### config.mk
export PLATFORM = sky130hd
export DESIGN_NAME = hitless_switch_bandwidth_ctrl
export DESIGN_NICKNAME = d
export VERILOG_FILES = /design/src/rtl/hitless_pkg.sv /design/src/rtl/hitless_switch_bandwidth_ctrl.sv
export VERILOG_INCLUDE_DIRS = /design/src /design/src/rtl
export SDC_FILE = /design/constraint.sdc
export NUM_CORES = 1
export LEC_CHECK = 0
export BUFFER_PORTS_ARGS = -buffer_cell sky130_fd_sc_hd__buf_2
export CELL_PAD_IN_SITES_DETAIL_PLACEMENT = 0
export CELL_PAD_IN_SITES_GLOBAL_PLACEMENT = 1
export CORE_MARGIN = 2
export CORE_UTILIZATION = 32
export DETAILED_ROUTE_END_ITERATION = 8
export GPL_ROUTABILITY_DRIVEN = 1
export MAX_ROUTING_LAYER = met4
export PLACE_DENSITY_LB_ADDON = 0.1
export SLEW_MARGIN = 20
export SYNTH_ARGS = -nofsm -noshare
export SYNTH_HDL_FRONTEND = slang
export SYNTH_SLANG_ARGS = --single-unit
### constraint.sdc
create_clock -name clk -period 1.8 [get_ports clk]
set_input_delay 0.18 -clock clk [delete_from_list [all_inputs] [get_ports clk]]
set_output_delay 0.18 -clock clk [all_outputs]
set_load 0.05 [all_outputs]
### src/rtl/hitless_regs.svh
// Offsets, field positions, reset values and timing counts of the hitless control block
`ifndef HITLESS_REGS_SVH
`define HITLESS_REGS_SVH

// ---------------------------------------------------------------
// Register byte offsets
// ---------------------------------------------------------------
`define OFS_CTRL        12'h000
`define OFS_IRQ_STATUS  12'h004
`define OFS_IRQ_MASK    12'h008
`define OFS_STATE       12'h00C

// ---------------------------------------------------------------
// Field positions
// ---------------------------------------------------------------
`define CTRL_HS_EN      0
`define EV_LOCK_LOSS    0
`define EV_RECOVERED    1
`define EV_RESELECT     2
`define EV_W            3
`define ST_FSM_LO       0
`define ST_FSM_HI       2
`define ST_REF_ACK      3
`define ST_ARMED        4
`define ST_LOCK_LOSS    5
`define ST_NARROW       6
`define ST_AUTO_ARMED   7

// ---------------------------------------------------------------
// Reset values
// ---------------------------------------------------------------
`define CTRL_RST        1'h1
`define MASK_RST        3'h0

// ---------------------------------------------------------------
// Timing
// ---------------------------------------------------------------
`define CLK_PERIOD_NS   25
`define TRANSIENT_NS    4
`define LOCK_WIN_NS     2
`define LOCK_CYCLES     4'h8
`define RESUME_NS       175
`define RESUME_CYC      ((`RESUME_NS + `CLK_PERIOD_NS - 1) / `CLK_PERIOD_NS)

`endif

### src/rtl/hitless_pkg.sv
// Types shared by the hitless control block
`default_nettype none
package hitless_pkg;
  // Recovery sequence states
  typedef enum logic [2:0] {
    ST_IDLE    = 3'b000,
    ST_ARMED   = 3'b001,
    ST_FREEZE  = 3'b010,
    ST_REALIGN = 3'b011,
    ST_RELOCK  = 3'b100,
    ST_RESUME  = 3'b101
  } hs_state_t;
endpackage
`default_nettype wire

### src/rtl/hitless_switch_bandwidth_ctrl.sv
// Loop bandwidth, reference reselection and hitless recovery control
`timescale 1ns/1ps
`default_nettype none
`include "hitless_regs.svh"

module hitless_switch_bandwidth_ctrl #(
  parameter bit HS_OPTION  = 1'b1, // Hitless recovery built in
  parameter bit PBO_OPTION = 1'b1, // Feedback realign built in
  parameter int EDGE_W     = 4     // Width of feedback edge select
) (
  // Clock and reset
  input  wire logic              clk,
  input  wire logic              sys_rst,
  // APB slave
  input  wire logic              psel,
  input  wire logic              penable,
  input  wire logic              pwrite,
  input  wire logic [11:0]       paddr,
  input  wire logic [31:0]       pwdata,
  output logic [31:0]            prdata,
  output logic                   pready,
  output logic                   pslverr,
  // Board mode pins
  input  wire logic              auto_mode,
  input  wire logic              ref_select,
  input  wire logic              narrow_loop_select,
  input  wire logic              init_enable,
  // Phase detector side
  input  wire logic              pd_valid,
  input  wire logic [3:0]        phase_err_ns,
  input  wire logic [EDGE_W-1:0] nearest_edge,
  // Loop control outputs
  output logic                   lock_loss_flag,
  output logic                   ref_ack,
  output logic                   pd_enable,
  output logic                   loop_res_high,
  output logic [EDGE_W-1:0]      fb_edge_sel,
  output logic                   fb_edge_load,
  output logic                   hitless_recovery,
  // Interrupt
  output logic                   irq
);

  // ---------------------------------------------------------------
  // Lock detection
  // ---------------------------------------------------------------
  logic       transient;   // Large phase step this cycle
  logic       in_window;   // Valid cycle inside lock window
  logic [3:0] good_cnt;    // Consecutive in-window cycles
  logic [3:0] clean_cnt;   // Consecutive cycles with no loss
  logic       lol_q;       // Flag one cycle ago
  logic       lol_rise;    // Rising edge of the flag

  assign transient = pd_valid && (phase_err_ns >= 4'(`TRANSIENT_NS));
  assign in_window = pd_valid && (phase_err_ns <= 4'(`LOCK_WIN_NS));
  assign lol_rise  = lock_loss_flag && !lol_q;

  // Window counter, cleared on any valid cycle outside the window
  always_ff @(posedge clk or posedge sys_rst) begin
    if (sys_rst) begin
      good_cnt <= 4'h0;
    end else if (transient || (pd_valid && !in_window)) begin
      good_cnt <= 4'h0;
    end else if (in_window && good_cnt != `LOCK_CYCLES) begin
      good_cnt <= good_cnt + 4'h1;
    end
  end

  // Clean-cycle counter for start-up override
  always_ff @(posedge clk or posedge sys_rst) begin
    if (sys_rst) begin
      clean_cnt <= 4'h0;
    end else if (transient) begin
      clean_cnt <= 4'h0;
    end else if (pd_valid && clean_cnt != `LOCK_CYCLES) begin
      clean_cnt <= clean_cnt + 4'h1;
    end
  end

  // Lock-loss flag: set by transient, cleared on eight good cycles
  always_ff @(posedge clk or posedge sys_rst) begin
    if (sys_rst) begin
      lock_loss_flag <= 1'b1;
      lol_q          <= 1'b1;
    end else begin
      lol_q <= lock_loss_flag;
      if (transient) begin
        lock_loss_flag <= 1'b1;
      end else if (good_cnt == `LOCK_CYCLES) begin
        lock_loss_flag <= 1'b0;
      end
    end
  end

  // ---------------------------------------------------------------
  // Control register
  // ---------------------------------------------------------------
  logic            hs_sw_en;  // Software enable of recovery
  logic [`EV_W-1:0] ev_stat;  // Sticky events
  logic [`EV_W-1:0] ev_mask;  // Interrupt mask
  logic [`EV_W-1:0] ev_set;   // Event pulses this cycle
  logic            wr_ok;     // Write completes this cycle

  assign wr_ok = psel && penable && pwrite;

  // ---------------------------------------------------------------
  // Recovery sequence
  // ---------------------------------------------------------------
  hitless_pkg::hs_state_t state;     // Sequence state
  logic [3:0]             tmr;       // Resume timer count
  logic                   hs_on;     // Recovery usable

  assign hs_on = HS_OPTION && hs_sw_en;

  // Sequence state machine
  always_ff @(posedge clk or posedge sys_rst) begin
    if (sys_rst) begin
      state <= hitless_pkg::ST_IDLE;
    end else if (!hs_on) begin
      state <= hitless_pkg::ST_IDLE;
    end else begin
      unique case (state)
        hitless_pkg::ST_IDLE: begin
          // Arm once lock is seen
          if (!lock_loss_flag) begin
            state <= hitless_pkg::ST_ARMED;
          end
        end
        hitless_pkg::ST_ARMED: begin
          // Any mode, rising flag triggers
          if (lol_rise) begin
            state <= hitless_pkg::ST_FREEZE;
          end
        end
        hitless_pkg::ST_FREEZE: begin
          // Detector off, loop narrowed
          state <= PBO_OPTION ? hitless_pkg::ST_REALIGN
                              : hitless_pkg::ST_RELOCK;
        end
        hitless_pkg::ST_REALIGN: begin
          state <= hitless_pkg::ST_RELOCK;
        end
        hitless_pkg::ST_RELOCK: begin
          // Wait for eight in-window cycles
          if (good_cnt == `LOCK_CYCLES) begin
            state <= hitless_pkg::ST_RESUME;
          end
        end
        hitless_pkg::ST_RESUME: begin
          // Timer expiry re-arms
          if (transient) begin
            state <= hitless_pkg::ST_RELOCK;
          end else if (tmr == 4'(`RESUME_CYC - 1)) begin
            state <= hitless_pkg::ST_ARMED;
          end
        end
        default: begin
          state <= hitless_pkg::ST_IDLE;
        end
      endcase
    end
  end

  // Resume timer, counts clock cycles
  always_ff @(posedge clk or posedge sys_rst) begin
    if (sys_rst) begin
      tmr <= 4'h0;
    end else if (state == hitless_pkg::ST_RESUME) begin
      tmr <= tmr + 4'h1;
    end else begin
      tmr <= 4'h0;
    end
  end

  // Feedback edge realign in whole oscillator cycles
  always_ff @(posedge clk or posedge sys_rst) begin
    if (sys_rst) begin
      fb_edge_sel  <= '0;
      fb_edge_load <= 1'b0;
    end else begin
      fb_edge_load <= (state == hitless_pkg::ST_REALIGN);
      if (state == hitless_pkg::ST_REALIGN) begin
        fb_edge_sel <= nearest_edge;
      end
    end
  end

  // Detector off only while frozen or realigning
  assign pd_enable = !(state == hitless_pkg::ST_FREEZE ||
                       state == hitless_pkg::ST_REALIGN);
  assign hitless_recovery = (state == hitless_pkg::ST_FREEZE) ||
                            (state == hitless_pkg::ST_REALIGN) ||
                            (state == hitless_pkg::ST_RELOCK) ||
                            (state == hitless_pkg::ST_RESUME);

  // ---------------------------------------------------------------
  // Bandwidth selection
  // ---------------------------------------------------------------
  logic init_done; // Start-up override finished

  // Start-up override latch
  always_ff @(posedge clk or posedge sys_rst) begin
    if (sys_rst) begin
      init_done <= 1'b0;
    end else if (clean_cnt == `LOCK_CYCLES) begin
      init_done <= 1'b1;
    end
  end

  // High resistance: recovery, or pin narrow with init_enable high after start-up
  assign loop_res_high = hitless_recovery ||
                         (init_enable && narrow_loop_select &&
                          init_done);

  // ---------------------------------------------------------------
  // Reference reselection
  // ---------------------------------------------------------------
  logic auto_armed;  // One reselection pending
  logic auto_spent;  // Used; needs manual mode
  logic switched;    // Toggle against pin choice

  // Auto arming and single reselection; keeps manual selection
  always_ff @(posedge clk or posedge sys_rst) begin
    if (sys_rst) begin
      auto_armed <= 1'b0;
      auto_spent <= 1'b0;
      switched   <= 1'b0;
    end else if (!auto_mode) begin
      // Manual mode re-permits arming, pin rules
      auto_armed <= 1'b0;
      auto_spent <= 1'b0;
      switched   <= 1'b0;
    end else if (auto_armed && lol_rise) begin
      // Single reselection, recovery runs alongside
      auto_armed <= 1'b0;
      auto_spent <= 1'b1;
      switched   <= !switched;
    end else if (!auto_spent && !lock_loss_flag) begin
      auto_armed <= 1'b1;
    end
  end

  // Acknowledge shows the pair on the detector
  always_ff @(posedge clk or posedge sys_rst) begin
    if (sys_rst) begin
      ref_ack <= 1'b0;
    end else begin
      // Manual mode shows the pin on the next clock, even in the cycle switched clears
      ref_ack <= ref_select ^ (auto_mode && switched);
    end
  end

  // ---------------------------------------------------------------
  // APB slave and interrupts
  // ---------------------------------------------------------------
  logic hit; // Mapped address

  assign pready  = 1'b1;
  assign hit     = (paddr == `OFS_CTRL) || (paddr == `OFS_IRQ_STATUS) ||
                   (paddr == `OFS_IRQ_MASK) || (paddr == `OFS_STATE);
  assign pslverr = psel && penable && !hit;
  assign ev_set  = {auto_mode && auto_armed && lol_rise,
                    (state == hitless_pkg::ST_RESUME) && !transient &&
                    (tmr == 4'(`RESUME_CYC - 1)),
                    lol_rise};

  // Control and mask writes
  always_ff @(posedge clk or posedge sys_rst) begin
    if (sys_rst) begin
      hs_sw_en <= `CTRL_RST;
      ev_mask  <= `MASK_RST;
    end else if (wr_ok) begin
      if (paddr == `OFS_CTRL) begin
        hs_sw_en <= pwdata[`CTRL_HS_EN];
      end
      if (paddr == `OFS_IRQ_MASK) begin
        ev_mask <= pwdata[`EV_W-1:0];
      end
    end
  end

  // Sticky events, set wins over write-one clear
  always_ff @(posedge clk or posedge sys_rst) begin
    if (sys_rst) begin
      ev_stat <= '0;
    end else begin
      ev_stat <= (ev_stat & ~((wr_ok && paddr == `OFS_IRQ_STATUS) ?
                              pwdata[`EV_W-1:0] : {`EV_W{1'b0}})) | ev_set;
    end
  end

  assign irq = |(ev_stat & ev_mask);

  // Read data, zero for unmapped
  always_comb begin
    prdata = 32'h0;
    unique case (paddr)
      `OFS_CTRL:       prdata[`CTRL_HS_EN] = hs_sw_en;
      `OFS_IRQ_STATUS: prdata[`EV_W-1:0]  = ev_stat;
      `OFS_IRQ_MASK:   prdata[`EV_W-1:0]  = ev_mask;
      `OFS_STATE: begin
        prdata[`ST_FSM_HI:`ST_FSM_LO] = state;
        prdata[`ST_REF_ACK]   = ref_ack;
        prdata[`ST_ARMED]     = (state == hitless_pkg::ST_ARMED);
        prdata[`ST_LOCK_LOSS] = lock_loss_flag;
        prdata[`ST_NARROW]    = loop_res_high;
        prdata[`ST_AUTO_ARMED] = auto_armed;
      end
      default: prdata = 32'h0;
    endcase
  end
endmodule // hitless_switch_bandwidth_ctrl
`default_nettype wire

==> results of run 1 <==
[stage by stage]
step	instances	util (%)	instance area (um^2)
CTS	331	40.8	2430
global placement	322	38.9	2320
finish	336	41.7	2480
global route	336	41.7	2480
floorplan	219	-	2130
detailed placement	322	38.9	2320
[what timing repair did]
action                                 4_1_cts  5_1_grt
endpoints found under the hold margin        9        0
gates resized for setup                      3        7
buffers inserted                             0        5
hold buffers                                 1        0
setup endpoints to repair                    3        6
[cell type report]
| type | instances | area [um^2] |
|---|---|---|
| multi-input cells | 142 | 1010 |
| clock inverters | 2 | 12.5 |
| flip-flops and latches | 34 | 858 |
| fillers | 603 | 3470 |
| inverters | 10 | 37.5 |
| clock buffers | 6 | 82.6 |
| repair buffers | 67 | 385 |
| well taps | 75 | 93.8 |
[worst max-delay path, delay by kind of cell, from the launching register on]
kind | cells | cell delay (ps)
compound gates | 1 | 230
xor+xnor | 1 | 210
buf+inv | 1 | 210
flops | 1 | 480
simple gates | 1 | 140
[power breakdown]
group	switching, W	total, W	internal (W)
registers	0.0000242	0.000820	0.000795
logic	0.000230	0.000314	0.0000838
clock network	0.000284	0.000591	0.000307
total	0.000538	0.00172	0.00119
[how the worst max path moves through the flow]
| stage | from | endpoint | slack, ps | cells past startpoint |
|---|---|---|---|---|
| 4_1_cts | state[1] | prdata[6] | 9 | 4 |
| 2_1_floorplan | state[2] | prdata[6] | -250 | 4 |
| 5_1_grt | state[2] | prdata[2] | -2 | 4 |
| 3_5_place_dp | paddr[1] | prdata[4] | 60 | 7 |
| 6_report | state[1] | prdata[6] | 70 | 4 |
| 3_3_place_gp | paddr[7] | prdata[4] | 50 | 7 |
[flip-flops by register name (all words and copies together), names as in the netlist]
register	flops
good_cnt	4
init_done	1
ev_stat	3
hs_on	1
auto_spent	1
auto_armed	1
fb_edge_load	1
state	3
fb_edge_sel	4
lol_q	1
ev_mask	3
clean_cnt	4
switched	1
ref_ack	1
lock_loss_flag	1
tmr	4
[Yosys cell counts (4+ instances only)]
library cell	number
nand3_1	10
nand3b_1	4
nor2_1	16
nand2_1	14
and2_1	4
xnor2_1	6
buf_4	25
inv_1	10
xor2_1	6
mux2_2	9
dfrtp_1	31
ha_1	6
clkbuf_1	5
[kinds of logic (layout without fill, tap and decap cells)]
kind of cell	after synthesis	count (layout)
other	2	25
muxes	12	12
and+or+nand+nor	68	68
AOI/OAI and AO/OA	19	19
adders and majority gates	6	6
DFF	34	34
buffers and inverters	43	85
xor gates and xnor gates	12	12
[per-layer routing]
metal  share of wire, %  track usage [%]  vias up
met2                 45             19.5       60
met5                  0                -        -
met1                 45             15.9      695
met4                1.2             4.26        0
met3                8.0             3.79        5
li1                   -                -      743
==> flow_summary.toml, run 1 <==
[setup_path]
crit_type = "reg2out"
end_kind = "output pin"
worstPathRequired_ps = 1620
regToRegSetupSlack_ps = 200
worstPathArrival_ps = 1550
cp_slowest_cell = "dfrtp_2"
worstSetupStartpointType = "register"
worstReg2RegStart = "lol_q"
worstRegToRegCells = 4
crit_fanout = 6
crit_chain = "xor2_4 > a31o_4 > nor3b_4 > clkbuf_4"
worstReg2RegEnd = "state[0]"
cpPeakStageDelay_ps = 480

[sta]
holdWs_ps = 71.6
min_period_ps = 1730
fin_setup_tns_ps = 0
setup_viol = 0
fin_crit_sh_pct = 96.4
hold_viol_final = 0
clock.fmax_mhz = 576
drv_slew = 0
finalClockSkew_ps = 3.19
final_critical_path_setup_slack_ps = 65.3

[cts]
cts_buffers = 5
path_clk_slew_ps = 70
cts_buffer_depth = 2
root_buffer = "clkbuf_8"
htreeDepth = 2
clock_latency_ps = 280
cts_sinks = 34
cts_tree = "built"

[floorplanning]
die_h_um = 82.8
fp.dieW_um = 82.8
start_util_pct = 33.3
ios = 107
core_area_mm2 = 0.00596
dieArea_mm2 = 0.00685
num_rows = 28

[grt]
grt_pass1_wl_um = 6290
grt_max_degree = 35
overflow = 0
antenna_found_initial = 0
grt_pass1_vias = 1388
track_usage_pct = 12.6

[layout]
final_common_cell = "buf_2"
area_delta_synth_final_pct = 25.1
fin_nets = 328
antenna_cells = 0
final_layout_size_suffix_gt1_share_pct = 38.7
mostFrequentLayoutCells = "48 x buf_2, 28 x dfrtp_1, 25 x conb_1"

[power]
p_total_w = 0.00172
ir_drop_v = 0.000352
power.static_leakage_nw = 1.22
power.density_mw_per_mm2 = 694

[synth]
yosys.area.top_type = "dfrtp_1"
synth.distinct_cells = 47
synth_area_mm2 = 0.00199
netlist_instances = 196
synth_edf_count = 0
synth_xor_area_share_pct = 5.29
synthFlopType = "dfrtp_1"
synth-compound-area-share_pct = 7.18
synthMuxAreaShare_pct = 7.31
yosys.area_share.simple_pct = 19.3
syn_avg_cell_area_um2 = 10.1
synth_warnings = 0
synth_top_family_by_area = "simple AND/OR/NAND/NOR gates"
synth_fa_ha_area_share_pct = 3.78
yosys-top-cells-area = "dfrtp_1 39%, buf_4 9.5%, mux2_2 5.1%"
synth_top_area_share_pct = 39.1
synthArstFlopShare_pct = 100
ys_seq_elements = 34
synth-seq-area-share_pct = 43.0

[detailed_routing]
first_pass_iters = 4
wire_per_inst_um = 11.9
drtIter0Drc = 55
drc = 0
wl_um = 4000
postRouteAntennaNets = 0
routed_via_density = 4.47
vias = 1503

[min_path]
hp-start = "ref_select"
min_delay_worst_endpoint = "ref_ack"
min_path_type = "in2reg"
hold-path-cell-count = 2

[placement]
gp_congestion = 0.760
dp_slack_ps = 63.9
dpl.hpwl_um = 2990
portBuffers = 52

[flow_run]
drv_cap = 0

[run_status]
status = "finished clean"
No activity file was read; power rests on OpenSTA's default activity.
==> run 2: changes to the inputs <==
--- a/config.mk
+++ b/config.mk
@@ -9,6 +9,7 @@
 export BUFFER_PORTS_ARGS = -buffer_cell sky130_fd_sc_hd__buf_2
 export CELL_PAD_IN_SITES_DETAIL_PLACEMENT = 0
 export CELL_PAD_IN_SITES_GLOBAL_PLACEMENT = 1
+export CORE_ASPECT_RATIO = 1.75
 export CORE_MARGIN = 2
 export CORE_UTILIZATION = 32
 export DETAILED_ROUTE_END_ITERATION = 8
==> run 2 against run 1 <==
Global-route usage rose by 1.4 points; register-to-register slack barely moved; wire length rose by 8.0%; first-iteration DRC count fell by 11%; utilization fell by 0.93 points; flip-flop and latch count did not move; final area fell by 0.10%; count of clock-buffer cells in the layout rose by 1; combinational power barely moved; largest cell class unchanged; highest routed layer unchanged.
==> flow_summary.toml, run 2 (synthesis results as in run 1) <==
[run_status]
status = "finished clean"

[power]
p_sw_share_pct = 30.6
ir_drop_v = 0.000416
p_clk_share_pct = 33.7
power_frac_seq_pct = 47.9
comb_power_share_pct = 18.5
p_total_w = 0.00171
power.density_mw_per_mm2 = 691
power.static_leakage_nw = 1.21
p_switching_w = 0.000525
p_int_w = 0.00119

[layout]
final_common_cell = "buf_2"
mostFrequentLayoutCells = "48 x buf_2, 29 x dfrtp_1, 25 x conb_1"
n_fill_cell = 664
fin_nets = 327
final_layout_size_suffix_gt1_share_pct = 37.7
area_delta_synth_final_pct = 25.0
antenna_cells = 0
final_cell_area_mm2 = 0.00248
final_util_pct = 40.8

[min_path]
min_path_type = "in2reg"

[sta]
fin_crit_sh_pct = 96.5
drv_slew = 0
fin_setup_tns_ps = 0
rsz0062_at_grt = "false"
min_period_ps = 1740
setup_viol = 0
hold_viol_final = 0
clock.fmax_mhz = 576
finalClockSkew_ps = 3.36

[setup_path]
worstPathRequired_ps = 1620
crit_fanout = 8
worstPathArrival_ps = 1560
end_kind = "output pin"
crit_type = "reg2out"
worstSetupStartpointType = "register"

[grt]
antenna_found_initial = 0
grt_util_met1_pct = 14.3
overflow = 0
met3_usage_pct = 2.50
grt_pass1_wl_um = 7260
grt_max_degree = 35
met2_usage_pct = 26.0
grt-busiest-layer = "met2"
grt_pass1_vias = 1540
track_usage_pct = 14.1

[floorplanning]
core_area_mm2 = 0.00609
start_util_pct = 32.6
num_rows = 38
ios = 107
dieArea_mm2 = 0.00688
die_h_um = 108
fp.dieW_um = 63.5

[detailed_routing]
first_pass_iters = 4
vias = 1512
postRouteAntennaNets = 0
drc = 0
routed_via_density = 4.45
wire_per_inst_um = 12.7
drtIter0Drc = 49
wl_um = 4320

[cts]
root_buffer = "clkbuf_8"
path_clk_slew_ps = 70
cts_tree = "built"
cts_sinks = 34
clock_latency_ps = 280
cts_buffers = 5
htreeDepth = 2
cts_buffer_depth = 2

[placement]
portBuffers = 52
dpl-instance-area_mm2 = 0.00235
dpl.hpwl_um = 3390
gp_congestion = 0.727

[flow_run]
drv_cap = 0
## run 2: changes by cell type in the layout (fill, tap and decap cells not counted)
| cell | previous run | this run |
|---|---|---|
| clkinvlp_4 | 1 | 0 |
| dfrtp_2 | 3 | 2 |
| buf_4 | 15 | 13 |
| clkbuf_1 | 0 | 1 |
| buf_6 | 0 | 1 |
| dfrtp_1 | 28 | 29 |
## run 2: metrics by stage
stage               cells  worst slack (ps)  hold WS [ps]
floorplan             219              -246           272
CTS                   339              20.2          73.7
detailed placement    330              41.1           311
global route          340              1.77           101
finish                340              63.4          81.4
global placement      330              24.0           300
## run 2: worst paths after layout
check / from / end / depth (start not counted) / slack [ps]
max: state[2] / prdata[6] / 4 / 60
min: ref_select / ref_ack / 2 / 80
max reg2reg: tmr[0] / state[1] / 6 / 190
min reg2reg: lock_loss_flag / lol_q / 0 / 420
max in group asynchronous: sys_rst / lock_loss_flag / 4 / 920
min in group asynchronous: sys_rst / fb_edge_sel[1] / 4 / 530
## run 2: power groups by stage
stage	Combinational [W]	Sequential [W]	Clock (W)
after floorplan	0.000270	0.000849	0
after global placement	0.000316	0.000836	0
after detailed placement	0.000317	0.000835	0
after CTS	0.000319	0.000821	0.000607
after global routing	0.000347	0.000827	0.000639
final	0.000316	0.000820	0.000578
## run 2: cell type report
| class | instances | area, um^2 | area share, % |
|---|---|---|---|
| clock buffer | 7 | 86.3 | 3.48 |
| timing repair buffer | 66 | 382 | 15.4 |
| inverter | 10 | 37.5 | 1.51 |
| tap | 80 | 100 | 4.03 |
| sequential | 34 | 857 | 34.5 |
| multi-input combinational | 142 | 1010 | 40.8 |
| clock inverter | 1 | 5.00 | 0.202 |
## run 2: routing by layer
| layer | part of all wire [%] | vias to the layer above | wire length (um) |
|---|---|---|---|
| li1 | - | 737 | - |
| met1 | 36 | 718 | 1540 |
| met2 | 57 | 48 | 2450 |
| met3 | 5.3 | 9 | 231 |
| met4 | 2.2 | 0 | 94 |
| met5 | 0 | - | 0 |
## run 2: what timing repair did
item	CTS	global route
setup endpoints to repair	2	4
resized for setup	2	8
hold buffers	1	0
endpoints found under the hold margin	3	0
buffers inserted	0	1
pin swaps	0	0
## run 2: worst max-delay path, stage by stage (launching register included)
cell and delay, ps:
dfrtp_2 510, xor2_4 190, a31o_4 230, nor3b_4 140, clkbuf_4 200
==> run 3: changes to the inputs <==
--- a/config.mk
+++ b/config.mk
@@ -11,9 +11,10 @@
 export CELL_PAD_IN_SITES_GLOBAL_PLACEMENT = 1
 export CORE_ASPECT_RATIO = 1.75
 export CORE_MARGIN = 2
-export CORE_UTILIZATION = 32
+export CORE_UTILIZATION = 29
 export DETAILED_ROUTE_END_ITERATION = 8
 export GPL_ROUTABILITY_DRIVEN = 1
+export GPL_TIMING_DRIVEN = 0
 export MAX_ROUTING_LAYER = met4
 export PLACE_DENSITY_LB_ADDON = 0.1
 export SLEW_MARGIN = 20
==> constraint.sdc (replaced) <==
create_clock -name clk -period 1.5 [get_ports clk]
set_input_delay 0.15 -clock clk [delete_from_list [all_inputs] [get_ports clk]]
set_output_delay 0.15 -clock clk [all_outputs]
set_load 0.05 [all_outputs]
==> run 3 against run 2 <==
The flow now finishes with violations (hold timing, setup timing); critical path depth rose by 1; via count rose by 8.5%; sequential power rose by 20%; utilization rose by 5.8 points; largest power group unchanged; highest routed layer unchanged.
==> flow_summary.toml, run 3 (synthesis results as in run 1) <==
[grt]
grt_pass1_wl_um = 7270
track_usage_pct = 13.0
overflow = 0
grt_max_degree = 35
grt_pass1_vias = 1527
antenna_found_initial = 0

[layout]
mostFrequentLayoutCells = "47 x buf_4, 34 x buf_2, 31 x dfrtp_1"
final_util_pct = 46.6
final_layout_size_suffix_gt1_share_pct = 50.5
final_common_cell = "buf_4"
area_delta_synth_final_pct = 54.6
fin_nets = 364
antenna_cells = 0
fin_cells = 379
final_cell_area_mm2 = 0.00307

[detailed_routing]
wl_um = 4470
drc = 0
wire_per_inst_um = 11.8
postRouteAntennaNets = 0
vias = 1641
drtIter0Drc = 25
first_pass_iters = 4
routed_via_density = 4.33

[setup_path]
worstSetupStartpointType = "register"
cp_slowest_cell = "dfrtp_1"
worstReg2RegStart = "lock_loss_flag"
crit_type = "reg2out"
end_kind = "output pin"
worstReg2RegEnd = "state[1]"
worstPathRequired_ps = 1350
crit_chain = "buf_8 > xor2_4 > a31o_4 > nor3b_4 > buf_6"
worstPathArrival_ps = 1470
worstRegToRegCells = 4
regToRegSetupSlack_ps = -50
cpPeakStageDelay_ps = 380
crit_fanout = 4

[cts]
cts_tree = "built"
clock_latency_ps = 270
cts_sinks = 34
root_buffer = "clkbuf_16"
cts_buffers = 5
cts_buffer_depth = 2
cts_hold_buffers = 0
htreeDepth = 2
path_clk_slew_ps = 50

[power]
power_frac_seq_pct = 40.3
p_sw_share_pct = 28.0
comb_power_share_pct = 20.3
power.static_leakage_nw = 1.51
p_clk_share_pct = 39.5
p_switching_w = 0.000685
power.density_mw_per_mm2 = 797
p_int_w = 0.00176
ir_drop_v = 0.000602

[floorplanning]
die_h_um = 113
start_util_pct = 30.1
num_rows = 39
core_area_mm2 = 0.00659
fp.dieW_um = 66.6
ios = 107
dieArea_mm2 = 0.00755

[sta]
clock.fmax_mhz = 616
tightest_slew_ps = 710
min_period_ps = 1620
slew_headroom_pct = 52.6
holdWs_ps = -10.6
drv_slew = 0
fin_crit_sh_pct = 108
finalClockSkew_ps = 6.69
setup_viol = 7
hold_viol_final = 15
final_critical_path_setup_slack_ps = -123
rsz0062_at_grt = "true"

[placement]
place_inst = 350
gp_congestion = 0.733
dp_slack_ps = -210
portBuffers = 49
dpl-instance-area_mm2 = 0.00255
dpl.hpwl_um = 3250

[run_status]
status = "finished with violations"
failed_checks = "hold timing, setup timing"

[min_path]
min_path_type = "in2async"

[flow_run]
drv_cap = 0
==> run 3: cell count changes in the layout (fill, tap and decap cells not counted), sizes merged <==
cell         before  now
buf              62  100
clkbuf           10   11
clkinv            1    0
clkinvlp          0    1
dlygate4sd3       1    0
inv              10    9
==> run 3: worst max-delay path, delay by kind of cell (launching register included) <==
family,cells,cell delay (ps)
flip-flops,1,380
XOR/XNOR,1,180
AND/OR/NAND/NOR,1,140
AO/OA/AOI/OAI,1,210
buffers and inverters,2,300
==> run 3: worst max path at each step <==
| stage | startpoint | end | cells after the start |
|---|---|---|---|
| floorplan | state[1] | prdata[6] | 4 |
| global placement | good_cnt[0] | state[1] | 6 |
| detailed placement | good_cnt[0] | state[1] | 6 |
| CTS | state[0] | prdata[0] | 4 |
| global route | state[2] | prdata[6] | 5 |
| finish | state[2] | prdata[6] | 5 |
==> run 3: layout make-up <==
| type | count | area (um^2) |
|---|---|---|
| Clock buffer | 8 | 136 |
| Timing Repair Buffer | 71 | 518 |
| Multi-Input combinational cell | 142 | 1140 |
| Sequential cell | 34 | 858 |
| Tap cell | 82 | 103 |
| Inverter | 10 | 41.3 |
| Buffer | 32 | 270 |
| Fill cell | 659 | 3520 |
==> run 3: power by group through the flow <==
stage | sequential (W) | clock (W) | combinational, W
floorplan | 0.00102 | 0 | 0.000329
global placement | 0.00100 | 0 | 0.000439
detailed placement | 0.00100 | 0 | 0.000439
CTS | 0.000986 | 0.000991 | 0.000479
global route | 0.000989 | 0.00103 | 0.000542
finish | 0.000985 | 0.000966 | 0.000496
==> run 3: stage by stage <==
step | hold WS, ps | total power, W | setup TNS (ps)
global route | 61.4 | 0.00257 | -955
detailed placement | 325 | 0.00144 | -1220
finish | -10.6 | 0.00245 | -515
global placement | 340 | 0.00144 | -1150
CTS | 29.7 | 0.00246 | -753
floorplan | 242 | 0.00135 | -758
==> run 3: routing by layer <==
layer | part of all wire (%) | global-route usage (%)
met4 | 1.7 | 4.90
met2 | 55 | 22.9
met5 | 0 | -
met1 | 38 | 13.8
met3 | 5.2 | 2.96
==> run 3: timing repair <==
| action | in CTS | in global routing |
|---|---|---|
| pin swaps | 6 | 7 |
| setup buffers | 15 | 7 |
| resized for setup | 38 | 18 |
| setup endpoints to repair | 11 | 17 |
